===== src/spi_stat_defs.svh =====
// register offsets, field positions and reset values of the serial port status block
// assumes inclusion from design files only
`ifndef SPI_STAT_DEFS_SVH
`define SPI_STAT_DEFS_SVH
`define OFF_DMA_CTRL     6'h1C
`define OFF_INT_FLAGS    6'h20
`define OFF_INT_EN       6'h24
`define OFF_WAKE_FLAGS   6'h28
`define OFF_WAKE_EN      6'h2C
`define OFF_ACT_STATUS   6'h30
`define OFF_PORT_CTRL    6'h34
`define POS_RX_DMA_EN    31
`define POS_RX_FIFO_EN   22
`define POS_TX_DMA_EN    15
`define POS_TX_FLUSH     7
`define POS_TX_FIFO_EN   6
`define POS_MASTER_SEL   1
`define POS_MULTI_MASTER 2
`define RST_TX_LEVEL     5'h10
`define RST_INT_FLAGS    16'h0002
`define INT_IMPL_MASK    16'hFB3F
`define FIFO_DEPTH       6'h20
`define RX_LEVEL_MAX     5'h1E
`endif


===== src/spi_stat_pkg.sv =====
// types shared by the serial port status block
// assumes nothing of its surroundings
package spi_stat_pkg;
  typedef struct packed {
    logic [5:0] rx_cnt;
    logic [5:0] tx_cnt;
    logic       rx_read_empty;
    logic       tx_write_full;
    logic       rx_char_done;
    logic       tx_fetch_empty;
    logic       collision;
    logic       xfer_start;
    logic       xfer_last_done;
  } engine_evt_t;
  typedef enum logic [1:0] {IDLE, ACTIVE, DONE} busy_state_t;
endpackage


===== src/spi_fifo_dma_irq_status.sv =====
// status, interrupt, wakeup and dma request logic of the serial port
// assumes a shift engine on i_clk reporting queue counts and event pulses
`timescale 1ns/1ns
`default_nettype none
`include "spi_stat_defs.svh"
module spi_fifo_dma_irq_status (
  input  wire logic                      i_clk,
  input  wire logic                      i_rst_n,
  input  wire logic [5:0]                i_addr,
  input  wire logic [31:0]               i_wdata,
  input  wire logic                      i_wr,
  input  wire logic                      i_rd,
  output logic [31:0]                    o_rdata,
  input  wire spi_stat_pkg::engine_evt_t i_evt,
  input  wire logic                      i_ss_pin,
  input  wire logic                      i_sclk_pin,
  output logic                           o_rx_dma_req,
  output logic                           o_tx_dma_req,
  output logic                           o_irq,
  output logic                           o_wakeup,
  output logic                           o_tx_flush,
  output logic                           o_tx_fifo_en,
  output logic                           o_rx_fifo_en,
  output logic                           o_master_select_bit,
  output logic                           o_sclk_stall
);
  //////////////////////////////////////////////////////////////////////////////
  logic        rx_dma_en_ff, rx_fifo_en_ff, tx_dma_en_ff, tx_fifo_en_ff;
  logic [4:0]  rx_level_ff, tx_level_ff;
  logic [15:0] int_fl_ff, int_en_ff;
  logic [3:0]  wake_fl_ff, wake_en_ff;
  logic        master_ff, multi_ff;
  logic [2:0]  ss_sync_ff, sclk_sync_ff;
  logic [4:0]  bit_cnt_ff;
  spi_stat_pkg::busy_state_t busy_st_ff, nxt_busy_st;
  logic        rx_req_ff, tx_req_ff, irq_ff, wake_ff, flush_ff, stall_ff;
  logic [31:0] rdata_ff;

  function automatic logic hit(input logic [5:0] a, input logic [5:0] off);
    hit = (a == off);
  endfunction

  //////////////////////////////////////////////////////////////////////////////
  wire wr_dma   = i_wr && hit(i_addr, `OFF_DMA_CTRL);
  wire wr_intfl = i_wr && hit(i_addr, `OFF_INT_FLAGS);
  wire wr_inten = i_wr && hit(i_addr, `OFF_INT_EN);
  wire wr_wkfl  = i_wr && hit(i_addr, `OFF_WAKE_FLAGS);
  wire wr_wken  = i_wr && hit(i_addr, `OFF_WAKE_EN);
  wire wr_port  = i_wr && hit(i_addr, `OFF_PORT_CTRL);
  // ss is active low on the pin; sync stage 0 is read only by stage 1
  wire ss_act   = ~ss_sync_ff[1];
  wire ss_rise  = ss_act && ss_sync_ff[2];        // became asserted
  wire ss_fall  = ~ss_act && ~ss_sync_ff[2];      // became deasserted
  wire sclk_edge = sclk_sync_ff[1] && ~sclk_sync_ff[2];
  wire slave    = ~master_ff;
  wire flush    = wr_dma && i_wdata[`POS_TX_FLUSH];
  wire [5:0] tx_cnt = flush ? 6'h00 : i_evt.tx_cnt;
  wire rx_over  = i_evt.rx_cnt > {1'b0, rx_level_ff};
  wire tx_under = tx_cnt < {1'b0, tx_level_ff};
  wire rx_full  = i_evt.rx_cnt == `FIFO_DEPTH;
  wire tx_empty = tx_cnt == 6'h00;
  wire abort_c  = slave && ss_fall && (bit_cnt_ff != 5'h00);
  wire fault_c  = master_ff && multi_ff && ss_rise;
  wire [15:0] set_v = {i_evt.rx_read_empty,
                       slave && i_evt.rx_char_done && rx_full,
                       slave && i_evt.tx_fetch_empty,
                       i_evt.tx_write_full,
                       master_ff && busy_st_ff == spi_stat_pkg::DONE,
                       1'b0, abort_c,
                       fault_c || i_evt.collision,
                       2'b00, ss_fall, ss_rise,
                       rx_full, rx_over, tx_empty, tx_under};
  wire [15:0] clr_v = (wr_intfl ? i_wdata[15:0] : 16'h0000)
                    | (flush ? 16'h3003 : 16'h0000);
  // set wins over clear
  wire [15:0] nxt_int_fl = ((int_fl_ff & ~clr_v) | set_v) & `INT_IMPL_MASK;
  wire [3:0]  wake_set = {rx_full, rx_over, tx_empty, tx_under};
  wire [3:0]  nxt_wake_fl = (wake_fl_ff & ~(wr_wkfl ? i_wdata[3:0] : 4'h0)) | wake_set;
  wire        nxt_rx_req = rx_dma_en_ff && rx_over;
  wire        nxt_tx_req = tx_dma_en_ff && tx_fifo_en_ff && tx_under;
  wire        nxt_irq    = |(nxt_int_fl & int_en_ff);
  wire        nxt_wake   = |(nxt_wake_fl & wake_en_ff);
  wire        nxt_stall  = master_ff && ((i_evt.rx_char_done && rx_full)
                           || i_evt.tx_fetch_empty);
  wire [31:0] dma_rd = {rx_dma_en_ff, 1'b0, i_evt.rx_cnt, 1'b0, rx_fifo_en_ff, 1'b0,
                        rx_level_ff, tx_dma_en_ff, 1'b0, i_evt.tx_cnt,
                        1'b0, tx_fifo_en_ff, 1'b0, tx_level_ff};
  wire        busy = busy_st_ff != spi_stat_pkg::IDLE;
  wire [31:0] nxt_rdata =
      !i_rd                               ? 32'h0000_0000 :
      hit(i_addr, `OFF_DMA_CTRL)          ? dma_rd :
      hit(i_addr, `OFF_INT_FLAGS)         ? {16'h0000, int_fl_ff} :
      hit(i_addr, `OFF_INT_EN)            ? {16'h0000, int_en_ff} :
      hit(i_addr, `OFF_WAKE_FLAGS)        ? {28'h0, wake_fl_ff} :
      hit(i_addr, `OFF_WAKE_EN)           ? {28'h0, wake_en_ff} :
      hit(i_addr, `OFF_ACT_STATUS)        ? {31'h0, busy} :
      hit(i_addr, `OFF_PORT_CTRL)         ? {29'h0, multi_ff, master_ff, 1'b0} :
                                            32'h0000_0000;

  //////////////////////////////////////////////////////////////////////////////
  // busy: master from start to last character, slave while selected
  always_comb begin
    nxt_busy_st = busy_st_ff;
    case (busy_st_ff)
      spi_stat_pkg::IDLE: begin
        if (master_ff ? i_evt.xfer_start : ss_rise) begin
          nxt_busy_st = spi_stat_pkg::ACTIVE;
        end
      end
      spi_stat_pkg::ACTIVE: begin
        if (master_ff ? i_evt.xfer_last_done : ss_fall) begin
          nxt_busy_st = master_ff ? spi_stat_pkg::DONE : spi_stat_pkg::IDLE;
        end
      end
      default: begin
        nxt_busy_st = spi_stat_pkg::IDLE;
      end
    endcase
  end

  //////////////////////////////////////////////////////////////////////////////
  always_ff @(posedge i_clk) begin
    if (!i_rst_n) begin
      ss_sync_ff   <= 3'h7;
      sclk_sync_ff <= 3'h0;
    end else begin
      ss_sync_ff   <= {ss_sync_ff[1:0], i_ss_pin};
      sclk_sync_ff <= {sclk_sync_ff[1:0], i_sclk_pin};
    end
  end

  // sclk edges within a selected slave character
  always_ff @(posedge i_clk) begin
    if (!i_rst_n || !ss_act || i_evt.rx_char_done) begin
      bit_cnt_ff <= 5'h00;
    end else if (sclk_edge && bit_cnt_ff != 5'h1F) begin
      bit_cnt_ff <= bit_cnt_ff + 5'h01;
    end
  end

  always_ff @(posedge i_clk) begin
    if (!i_rst_n) begin
      rx_dma_en_ff  <= 1'b0;
      rx_fifo_en_ff <= 1'b0;
      tx_dma_en_ff  <= 1'b0;
      tx_fifo_en_ff <= 1'b0;
      rx_level_ff   <= 5'h00;
      tx_level_ff   <= `RST_TX_LEVEL;
    end else if (wr_dma) begin
      rx_dma_en_ff  <= i_wdata[`POS_RX_DMA_EN];
      rx_fifo_en_ff <= i_wdata[`POS_RX_FIFO_EN];
      tx_dma_en_ff  <= i_wdata[`POS_TX_DMA_EN];
      tx_fifo_en_ff <= i_wdata[`POS_TX_FIFO_EN];
      // 0x1F is not legal; clamp to the top legal level
      rx_level_ff   <= (i_wdata[20:16] > `RX_LEVEL_MAX) ? `RX_LEVEL_MAX : i_wdata[20:16];
      tx_level_ff   <= i_wdata[4:0];
    end
  end

  always_ff @(posedge i_clk) begin
    if (!i_rst_n) begin
      int_fl_ff  <= `RST_INT_FLAGS;
      int_en_ff  <= 16'h0000;
      wake_fl_ff <= 4'h0;
      wake_en_ff <= 4'h0;
      master_ff  <= 1'b0;
      multi_ff   <= 1'b0;
      busy_st_ff <= spi_stat_pkg::IDLE;
    end else begin
      int_fl_ff  <= nxt_int_fl;
      wake_fl_ff <= nxt_wake_fl;
      busy_st_ff <= nxt_busy_st;
      if (wr_inten) begin
        int_en_ff <= i_wdata[15:0] & `INT_IMPL_MASK;
      end
      if (wr_wken) begin
        wake_en_ff <= i_wdata[3:0];
      end
      if (wr_port) begin
        master_ff <= i_wdata[`POS_MASTER_SEL];
        multi_ff  <= i_wdata[`POS_MULTI_MASTER];
      end
    end
  end

  always_ff @(posedge i_clk) begin
    if (!i_rst_n) begin
      rx_req_ff <= 1'b0;
      tx_req_ff <= 1'b0;
      irq_ff    <= 1'b0;
      wake_ff   <= 1'b0;
      flush_ff  <= 1'b0;
      stall_ff  <= 1'b0;
      rdata_ff  <= 32'h0000_0000;
    end else begin
      rx_req_ff <= nxt_rx_req;
      tx_req_ff <= nxt_tx_req;
      irq_ff    <= nxt_irq;
      wake_ff   <= nxt_wake;
      flush_ff  <= flush;
      stall_ff  <= nxt_stall ? 1'b1 : (stall_ff && master_ff && (rx_full || tx_empty));
      rdata_ff  <= nxt_rdata;
    end
  end

  assign o_rx_dma_req        = rx_req_ff;
  assign o_tx_dma_req        = tx_req_ff;
  assign o_irq               = irq_ff;
  assign o_wakeup            = wake_ff;
  assign o_tx_flush          = flush_ff;
  assign o_tx_fifo_en        = tx_fifo_en_ff;
  assign o_rx_fifo_en        = rx_fifo_en_ff;
  assign o_master_select_bit = master_ff;
  assign o_sclk_stall        = stall_ff;
  assign o_rdata             = rdata_ff;
endmodule
`default_nettype wire


===== config.mk =====
export PLATFORM = sky130hd
export DESIGN_NAME = spi_fifo_dma_irq_status
export DESIGN_NICKNAME = d
export VERILOG_FILES = /design/src/spi_stat_pkg.sv /design/src/spi_fifo_dma_irq_status.sv
export VERILOG_INCLUDE_DIRS = /design/src /design/src/src
export SDC_FILE = /design/constraint.sdc
export NUM_CORES = 1
export LEC_CHECK = 0
export BUFFER_PORTS_ARGS = -buffer_cell sky130_fd_sc_hd__buf_4
export CAP_MARGIN = 25
export CORE_AREA = 2 2 110 85
export CTS_BUF_LIST = sky130_fd_sc_hd__clkbuf_2
export DETAILED_ROUTE_END_ITERATION = 10
export DIE_AREA = 0 0 112 87
export MAX_ROUTING_LAYER = met4
export PLACE_DENSITY = 0.77
export SYNTH_ARGS = -nofsm -noshare
export SYNTH_HDL_FRONTEND = slang
export SYNTH_SLANG_ARGS = --single-unit

===== constraint.sdc =====
create_clock -name i_clk -period 2.8 [get_ports i_clk]
set_clock_uncertainty 0.15 [all_clocks]
set_input_delay 0.42 -clock i_clk [delete_from_list [all_inputs] [get_ports i_clk]]
set_output_delay 0.42 -clock i_clk [all_outputs]
set_load 0.005 [all_outputs]

==> flow_metrics.tcl, run 1 <==
set metrics [dict create \
    outcome "completed" \
    layout-drive-gt1-share 0.233 \
    cts_max_path_buffers 2 \
    reg2reg_slack_ns 0.54 \
    path_clk_slew_ns 0.22 \
    first_pass_iters 5 \
    fp.dieH_um 87 \
    track_usage 0.260 \
    yosysWarnings 0 \
    cts_tree "yes" \
    max_freq_mhz 398 \
    r2r_start "rx_level_ff[3]$_SDFFE_PN0N_" \
    worstSetupPathType "in -> reg" \
    core_um2 8780 \
    synth.avg_cell_area_um2 8.69 \
    die-area_um2 9740 \
    mappedNetlistArea_um2 4240 \
    viasPerCell 5.52 \
    fin_worst_hold_slack_ns 0.0443 \
    start_util 0.483 \
    antenna_left 0 \
    cts_buffers 9 \
    synthMostInstantiatedCell "dfxtp_1" \
    synth-seq-area-share 0.458 \
    grt_max_degree 34 \
    wl_per_cell_um 16.4 \
    vdd_drop_max_mv 0.199 \
    ys_top_cells_by_area "dfxtp_1 46%, a21oi_1 5.3%, nand2_1 5.2%, nand3_1 4.6%, and2_1 3.7%" \
    yosysTopAreaCell "dfxtp_1" \
    ios 104 \
    n_antenna_cell 0 \
    rsz0062_at_grt "false" \
    r2r_cells 8 \
    area_delta_synth_final_pct 33.5 \
    post_cts_buffers 0 \
    routed_wl_mm 12.2 \
    clock_sinks 97 \
    rr_endpoint "o_irq$_SDFF_PN0_" \
    drtIter0Drc 317 \
    slew_headroom 0.452 \
    startpoint "i_addr[5]" \
    synth_flop_cell "dfxtp_1" \
    antenna_found_initial 0 \
    worst_setup_path_end_kind "flop" \
    synthCells 488 \
    hold_violations 0 \
    worstSetupStartpointType "primary input" \
    grt_overflow 0 \
    slowest_delay_ns 0.68 \
    synth_edf_count 0 \
    leakage_nw 2.33 \
    path_cells "buf_4 > nand4b_4 > or4_1 > and2_4 > ha_4 > nand3_2 > o21bai_1 > a2111o_1 > o2111ai_1 > o41a_1" \
    cts_root_buf "clkbuf_2" \
    yosysTopAreaCellShare 0.458 \
    powerDensity_nw_per_um2 421 \
    worst_pin_slew_ns 0.815 \
    clock_latency_ns 0.58 \
    rows 30 \
    hpwl_mm 8.61 \
    cts.htree.levels 3 \
    place_area_um2 5110 \
    grt_pass1_wl_mm 19.4 \
    fin_area_um2 5660 \
    final.period_utilization 0.897 \
    drv_cap 0 \
    setup_violations 0 \
    slew_violations 0 \
    drc 0 \
    io_buffer_count 89 \
    num_vias 4096 \
    cp_max_fo 6 \
    grt_pass1_vias 3919 \
    crit_required_ns 3.14 \
    cp-endpoint "o_irq$_SDFF_PN0_" \
    slowest_stage "or4_1" \
    synth-seq-cells 97 \
    synth_cell_type_count 63 \
    period_needed_ns 2.51 \
    gp_congestion 0.876 \
    dieWidth_um 112 \
    synth_common_cells "97 x dfxtp_1, 59 x nand2_1, 45 x a21oi_1" \
    num-nets-final 700 \
    ys_async_sr_fraction 0 \
    cp.arrival_ns 2.85 \
    hold_path_class "in -> reg" \
]
-- how the worst min path moves through the flow --
stage | start | endpoint | slack (ns) | cells past startpoint
after floorplan | ss_sync_ff[0]$_SDFF_PN1_ | ss_sync_ff[1]$_SDFF_PN1_ | 0.24 | 1
after global placement | ss_sync_ff[0]$_SDFF_PN1_ | ss_sync_ff[1]$_SDFF_PN1_ | 0.24 | 1
after detailed placement | ss_sync_ff[0]$_SDFF_PN1_ | ss_sync_ff[1]$_SDFF_PN1_ | 0.26 | 1
after CTS | i_evt[4] | bit_cnt_ff[3]$_SDFFE_PP0P_ | 0.007 | 3
after global routing | i_evt[1] | busy_st_ff[0]$_SDFFE_PN0P_ | 0.04 | 5
final | i_evt[1] | busy_st_ff[0]$_SDFFE_PN0P_ | 0.04 | 5
-- layout by cell type (no fill, tap or decap), types with 5 or more instances in the layout --
| cell type | n |
|---|---|
| nand3_1 | 38 |
| and2_4 | 5 |
| o21ai_0 | 17 |
| ha_1 | 8 |
| a21boi_0 | 5 |
| dfxtp_1 | 97 |
| inv_1 | 23 |
| a22oi_1 | 11 |
| nand2b_1 | 5 |
| a21oi_1 | 45 |
| clkbuf_2 | 11 |
| nor2_1 | 36 |
| and2_1 | 21 |
| buf_4 | 108 |
| dlygate4sd3_1 | 43 |
| nand2_1 | 59 |
| mux2i_1 | 12 |
| and3_1 | 7 |
-- critical path: cells and delay by family --
family	cells	cell delay, ns
and+or+nand+nor	4	1.13
AOI/OAI and AO/OA	4	0.93
adders and majority gates	1	0.25
buffers and inverters	1	0.12
-- kinds of logic (layout without fill, tap and decap cells) --
logic type,after synthesis,count (layout),synth area share
other,1,4,0.000884
AO/OA/AOI/OAI,108,108,0.161
buffers and inverters,53,192,0.0643
AND/OR/NAND/NOR,202,202,0.246
XOR/XNOR,3,3,0.00620
multiplexers,12,12,0.0283
adder cells (fa/ha/maj),12,12,0.0354
flip-flops,97,97,0.458
-- power by group --
group          switching [mW]  internal (mW)
clock                   0.472          0.222
sequential             0.0124           1.40
combinational           0.130          0.145
-- routing by layer --
layer	vias up	GRT usage	wire length, um
li1	1950	-	-
met1	1895	0.332	5160
met2	220	0.407	5610
met3	31	0.0689	1110
met4	0	0.0876	269
met5	-	-	0
-- final cells by class --
class / count / area (um2)
fill: 727 / 3120
multi-input combinational: 341 / 2110
sequential: 97 / 1940
timing repair buffer: 152 / 1260
tap: 112 / 140
inverter: 24 / 90.1
clock inverter: 5 / 63.8
clock buffer: 11 / 55.1
-- stage by stage --
step | setup TNS, ns | power [mW] | util | setup WS (ns) | instances
floorplan | 0 | 1.55 | - | 0.00491 | 491
global placement | -0.598 | 1.65 | 0.582 | -0.215 | 683
detailed placement | -1.02 | 1.66 | 0.582 | -0.328 | 683
CTS | 0 | 2.39 | 0.643 | 0.314 | 741
global route | 0 | 2.47 | 0.644 | 0.233 | 742
finish | 0 | 2.38 | 0.644 | 0.288 | 742
-- registers in the layout, summed over array words and instances (netlist names), 2 cells and up --
name and cells:
busy_st_ff 2, tx_level_ff 5, wake_en_ff 4, rx_level_ff 5, ss_sync_ff 3, wake_fl_ff 4, o_rdata 28, sclk_sync_ff 3
bit_cnt_ff 5, int_en_ff 13, int_fl_ff 13
-- what timing repair did --
action                                 in CTS  in global routing
endpoints found under the hold margin      60                  3
hold buffers                               42                  1
resized for setup                           0                  0
setup endpoints to repair                   0                  0
Note: power is estimated with default switching activity, not from simulation.
==> run 2, diff against run 1 <==
==> constraint.sdc (replaced) <==
create_clock -name i_clk -period 2.8 [get_ports i_clk]
set_clock_uncertainty 0.15 [all_clocks]
set_input_delay 0.28 -clock i_clk [delete_from_list [all_inputs] [get_ports i_clk]]
set_output_delay 0.28 -clock i_clk [all_outputs]
set_load 0.005 [all_outputs]
==> run 2 against run 1 <==
  * Clock power about the same
  * Register-to-register slack improved by 0.04 ns
  * First-iteration DRC count up 12%
  * Highest routed layer unchanged
==> flow_metrics.tcl, run 2 (synthesized netlist as in run 1, its figures left out) <==
set metrics [dict create \
    drc 0 \
    powerDensity_nw_per_um2 419 \
    max_freq_mhz 417 \
    worstSetupPathType "in -> reg" \
    largest_reg_flops 28 \
    hold_path_class "in -> reg" \
    vdd_drop_max_mv 0.205 \
    wl_per_cell_um 16.7 \
    setup_violations 0 \
    dieWidth_um 112 \
    gp_congestion 0.889 \
    worst_pin_slew_ns 0.587 \
    track_usage 0.268 \
    cts_tree "yes" \
    cts_root_buf "clkbuf_2" \
    post_cts_buffers 0 \
    hpwl_mm 8.67 \
    fin_tns_setup_ns 0 \
    leakage_nw 2.35 \
    post_cts_resized 0 \
    antenna_left 0 \
    grt_pass1_wl_mm 19.8 \
    most-common-layout-cells "109 x buf_4, 97 x dfxtp_1, 59 x nand2_1, 52 x dlygate4sd3_1, 45 x a21oi_1" \
    worst_setup_path_end_kind "flop" \
    fillerInstances 727 \
    cts_buffers 9 \
    routed_wl_mm 12.5 \
    rsz0062_at_grt "false" \
    start_util 0.483 \
    area_delta_synth_final_pct 33.8 \
    drv_cap 0 \
    num_vias 4161 \
    layout-drive-gt1-share 0.218 \
    hold_violations 0 \
    ios 104 \
    n_antenna_cell 0 \
    die-area_um2 9740 \
    drtIter0Drc 354 \
    cts.htree.levels 3 \
    slew_violations 0 \
    io_buffer_count 89 \
    fin_ws_ns 0.404 \
    cp.arrival_ns 2.78 \
    outcome "completed" \
    grt_pass1_vias 3917 \
    path_clk_slew_ns 0.26 \
    layout_commonest_cell "buf_4" \
    pre_cts_ws_ns -0.205 \
    crit_required_ns 3.18 \
    clock_latency_ns 0.57 \
    cts_max_path_buffers 2 \
    slew_headroom 0.609 \
    rows 30 \
    cp_max_fo 7 \
    clock_sinks 97 \
    num-nets-final 709 \
    final.period_utilization 0.856 \
    worstSetupStartpointType "primary input" \
    fp.dieH_um 87 \
    period_needed_ns 2.40 \
    viasPerCell 5.54 \
    grt_overflow 0 \
    first_pass_iters 6 \
    core_um2 8780 \
    antenna_found_initial 0 \
    grt_max_degree 34 \
]
## run 2: cell count changes in the layout (fill, tap and decap cells not counted), moves of 4 or more
cell / before / now
ha_4: 4 / 0
ha_1: 8 / 12
and2_1: 21 / 25
dlygate4sd3_1: 43 / 52
and2_4: 5 / 1
## run 2: cell type report
cell class | instances | area, um2 | area share
tap | 112 | 140 | 0.0247
sequential | 97 | 1940 | 0.342
multi-input combinational | 341 | 2050 | 0.361
timing repair buffer | 161 | 1340 | 0.236
clock buffer | 10 | 50.0 | 0.00882
inverter | 24 | 90.1 | 0.0159
clock inverter | 6 | 67.6 | 0.0119
## run 2: critical path, cell delays in order
cell and delay [ns]:
buf_4 0.12, nand4b_4 0.16, or4_1 0.62, and2_1 0.23
ha_1 0.29, o21ai_0 0.15, o21bai_1 0.08, a2111o_1 0.48
o2111ai_1 0.20, o41a_1 0.17
## run 2: metal layers
layer	part of all wire	vias to the layer above	global-route usage	routed length, um
li1	-	1963	-	-
met1	0.42	1938	0.337	5260
met2	0.46	227	0.421	5770
met3	0.097	33	0.0821	1220
met4	0.021	0	0.0798	265
met5	0	-	-	0
## run 2: repair_timing
item	CTS	global route
hold buffers	52	0
hold endpoints to repair	80	0
endpoints found under the setup margin	0	0
## run 2: metrics by stage
stage	total power, mW	utilization	hold slack, ns	area [um2]	cells
detailed placement	1.65	0.574	0.254	5040	683
finish	2.38	0.646	0.0929	5680	751
global route	2.47	0.646	0.0637	5680	751
floorplan	1.54	-	0.217	4250	491
global placement	1.65	0.574	0.239	5040	683
CTS	2.38	0.646	0.0774	5680	751
## run 2: path summary, 6_finish.rpt
kind,start,endpoint,slack (ns),cells after the start
setup / recovery,i_addr[5],o_irq$_SDFF_PN0_,0.40,10
hold / removal,i_addr[0],o_tx_flush$_SDFF_PN0_,0.09,4
setup reg to reg,rx_level_ff[4]$_SDFFE_PN0N_,o_irq$_SDFF_PN0_,0.58,8
hold reg to reg,ss_sync_ff[0]$_SDFF_PN1_,ss_sync_ff[1]$_SDFF_PN1_,0.30,1
## run 2: power by group
group	switching (mW)	total [mW]	leakage (nW)	internal, mW
clock	0.479	0.691	0.0685	0.212
combinational	0.129	0.274	1.50	0.144
sequential	0.0118	1.42	0.785	1.40
==> run 3, diff against run 2 <==
- CORE_AREA: 2 2 110 85 -> 2 2 112 87
- CTS_BUF_LIST: sky130_fd_sc_hd__clkbuf_2 -> unset
- DIE_AREA: 0 0 112 87 -> 0 0 114 89
- PLACE_DENSITY: 0.77 -> 0.74
==> run 3 against run 2 <==
  * Count of clock-buffer cells in the layout grew 1
  * Die area rose by 4.1%
  * Design area fell by 5.1%
  * Maximum frequency shrank 8.1%
  * Critical path type unchanged
  * Critical endpoint is now o_wakeup$_SDFF_PN0_
==> flow_metrics.tcl, run 3 (synthesized netlist as in run 1, its figures left out) <==
set metrics [dict create \
    gr-usage-met3 0.0495 \
    area_delta_synth_final_pct 27.0 \
    wl_per_cell_um 16.5 \
    r2r_start "rx_level_ff[4]$_SDFFE_PN0N_" \
    slew_violations 0 \
    grt_overflow 0 \
    fp.dieH_um 89 \
    internal_power_mw 2.33 \
    critPathTopFamily "simple AND/OR/NAND/NOR gates" \
    path_clk_slew_ns 0.07 \
    core_um2 8930 \
    setup_violations 0 \
    vdd_drop_max_mv 0.281 \
    worstSetupPathType "in -> reg" \
    clkPwrFrac 0.453 \
    met1_usage 0.327 \
    layout_commonest_cell "buf_4" \
    slew_headroom 0.490 \
    largest_reg_flops 28 \
    powerDensity_nw_per_um2 553 \
    layout-drive-gt1-share 0.233 \
    reg2reg_slack_ns 0.60 \
    worst_setup_path_end_kind "flop" \
    leakage_nw 2.22 \
    num-nets-final 658 \
    grt_pass1_vias 3607 \
    antenna_left 0 \
    cts.htree.levels 3 \
    die-area_um2 10100 \
    num_vias 3892 \
    final.period_utilization 0.931 \
    io_buffer_count 89 \
    drc 0 \
    start_util 0.475 \
    routed_wl_mm 11.6 \
    drv_cap 0 \
    viasPerCell 5.57 \
    period_needed_ns 2.61 \
    crit_required_ns 2.93 \
    worstSetupStartpointType "primary input" \
    max_freq_mhz 384 \
    hold_violations 0 \
    clock_sinks 97 \
    use_met2 0.370 \
    slowest_stage "or4_4" \
    holdPathStages 3 \
    path_cells "buf_4 > nand4b_4 > or4_4 > and2_1 > ha_1 > o21ai_0 > o21bai_1 > a2111o_1 > a21oi_1 > nand2_1 > nand3_1" \
    combinationalPowerShare 0.074 \
    cts_buffers 9 \
    r2r_cells 8 \
    grt_pass1_wl_mm 18.4 \
    fin_area_um2 5390 \
    crit_buf_inv 1 \
    p_seq_frac 0.473 \
    cp.arrival_ns 2.74 \
    cp_max_fo 7 \
    track_usage 0.244 \
    min_to "o_rdata[8]$_SDFF_PN0_" \
    startpoint "i_addr[5]" \
    cts_tree "yes" \
    total_power_mw 2.98 \
    grt_max_degree 39 \
    hold_path_class "in -> reg" \
    rows 30 \
    cts_root_buf "clkbuf_16" \
    fin_util 0.603 \
    place_area_um2 5020 \
    ios 104 \
    first_pass_iters 5 \
    multi_input_comb_area_um2 2050 \
    drtIter0Drc 280 \
    cts_max_path_buffers 2 \
    rr_endpoint "o_irq$_SDFF_PN0_" \
    dieWidth_um 114 \
    rsz0062_at_grt "false" \
    clock_latency_ns 0.35 \
    slowest_delay_ns 0.55 \
    seq_area_um2 1940 \
    worst_pin_slew_ns 0.754 \
    most-common-layout-cells "107 x buf_4, 97 x dfxtp_1, 59 x nand2_1, 45 x a21oi_1, 39 x nand3_1" \
    gp_congestion 0.953 \
    p_sw_mw 0.652 \
    swShare 0.219 \
    outcome "completed" \
    grt_most_used_layer "met2" \
    antenna_found_initial 0 \
    fillerInstances 774 \
    hpwl_mm 8.62 \
    hold_start "i_evt[7]" \
    n_antenna_cell 0 \
]
[run 3: changes by cell type in the layout (fill, tap and decap cells not counted), sizes merged]
cell and delta:
clkinvlp -1, buf -2, dlygate4sd3 -49, clkbuf +1
bufinv +1, inv -1, clkinv -1
[run 3: metrics by stage]
stage,setup slack (ns),hold WS (ns),cells,setup TNS [ns]
3_3_place_gp,-0.140,0.241,681,-0.316
4_1_cts,0.103,0.0000832,699,0
3_5_place_dp,-0.249,0.271,681,-0.920
5_1_grt,0.126,0.00451,699,0
6_report,0.193,0.000523,699,0
2_1_floorplan,0.0705,0.217,491,0
[run 3: repair_timing]
item	in CTS	in global routing
hold buffers	3	0
endpoints found under the hold margin	3	0
buffers inserted	0	0
setup endpoints to repair	0	1
gates resized for setup	0	1
[run 3: tightest hold or removal path: cells and delay by family]
kind	cells	cell delay, ns
buffers and inverters	1	0.09
AOI/OAI and AO/OA	1	0.05
and+or+nand+nor	1	0.04
[run 3: final cells by class]
class / count / share of cell area
sequential: 97 / 0.361
timing repair buffer: 110 / 0.155
tap: 112 / 0.0260
inverter: 24 / 0.0167
multi-input combinational: 341 / 0.381
clock inverter: 4 / 0.0142
clock buffer: 11 / 0.0469
[run 3: power groups by stage]
stage | Combinational, mW | Sequential, mW | Clock (mW)
after floorplan | 0.105 | 1.44 | 0
after global placement | 0.206 | 1.44 | 0
after detailed placement | 0.212 | 1.44 | 0
after CTS | 0.217 | 1.41 | 1.36
after global routing | 0.238 | 1.41 | 1.42
final | 0.220 | 1.41 | 1.35
[run 3: worst max-delay path by stage]
stage                                to  cells after the start  slack, ns
floorplan              o_irq$_SDFF_PN0_                     11       0.07
global route        o_wakeup$_SDFF_PN0_                     11       0.13
finish              o_wakeup$_SDFF_PN0_                     11       0.19
CTS                 o_wakeup$_SDFF_PN0_                     11       0.10
global placement       o_irq$_SDFF_PN0_                     10      -0.14
detailed placement  o_wakeup$_SDFF_PN0_                     11      -0.25
[run 3: routing by layer]
| layer | vias to the layer above | share of wire |
|---|---|---|
| li1 | 1864 | - |
| met1 | 1823 | 0.44 |
| met2 | 187 | 0.45 |
| met3 | 18 | 0.091 |
| met4 | 0 | 0.016 |
| met5 | - | 0 |
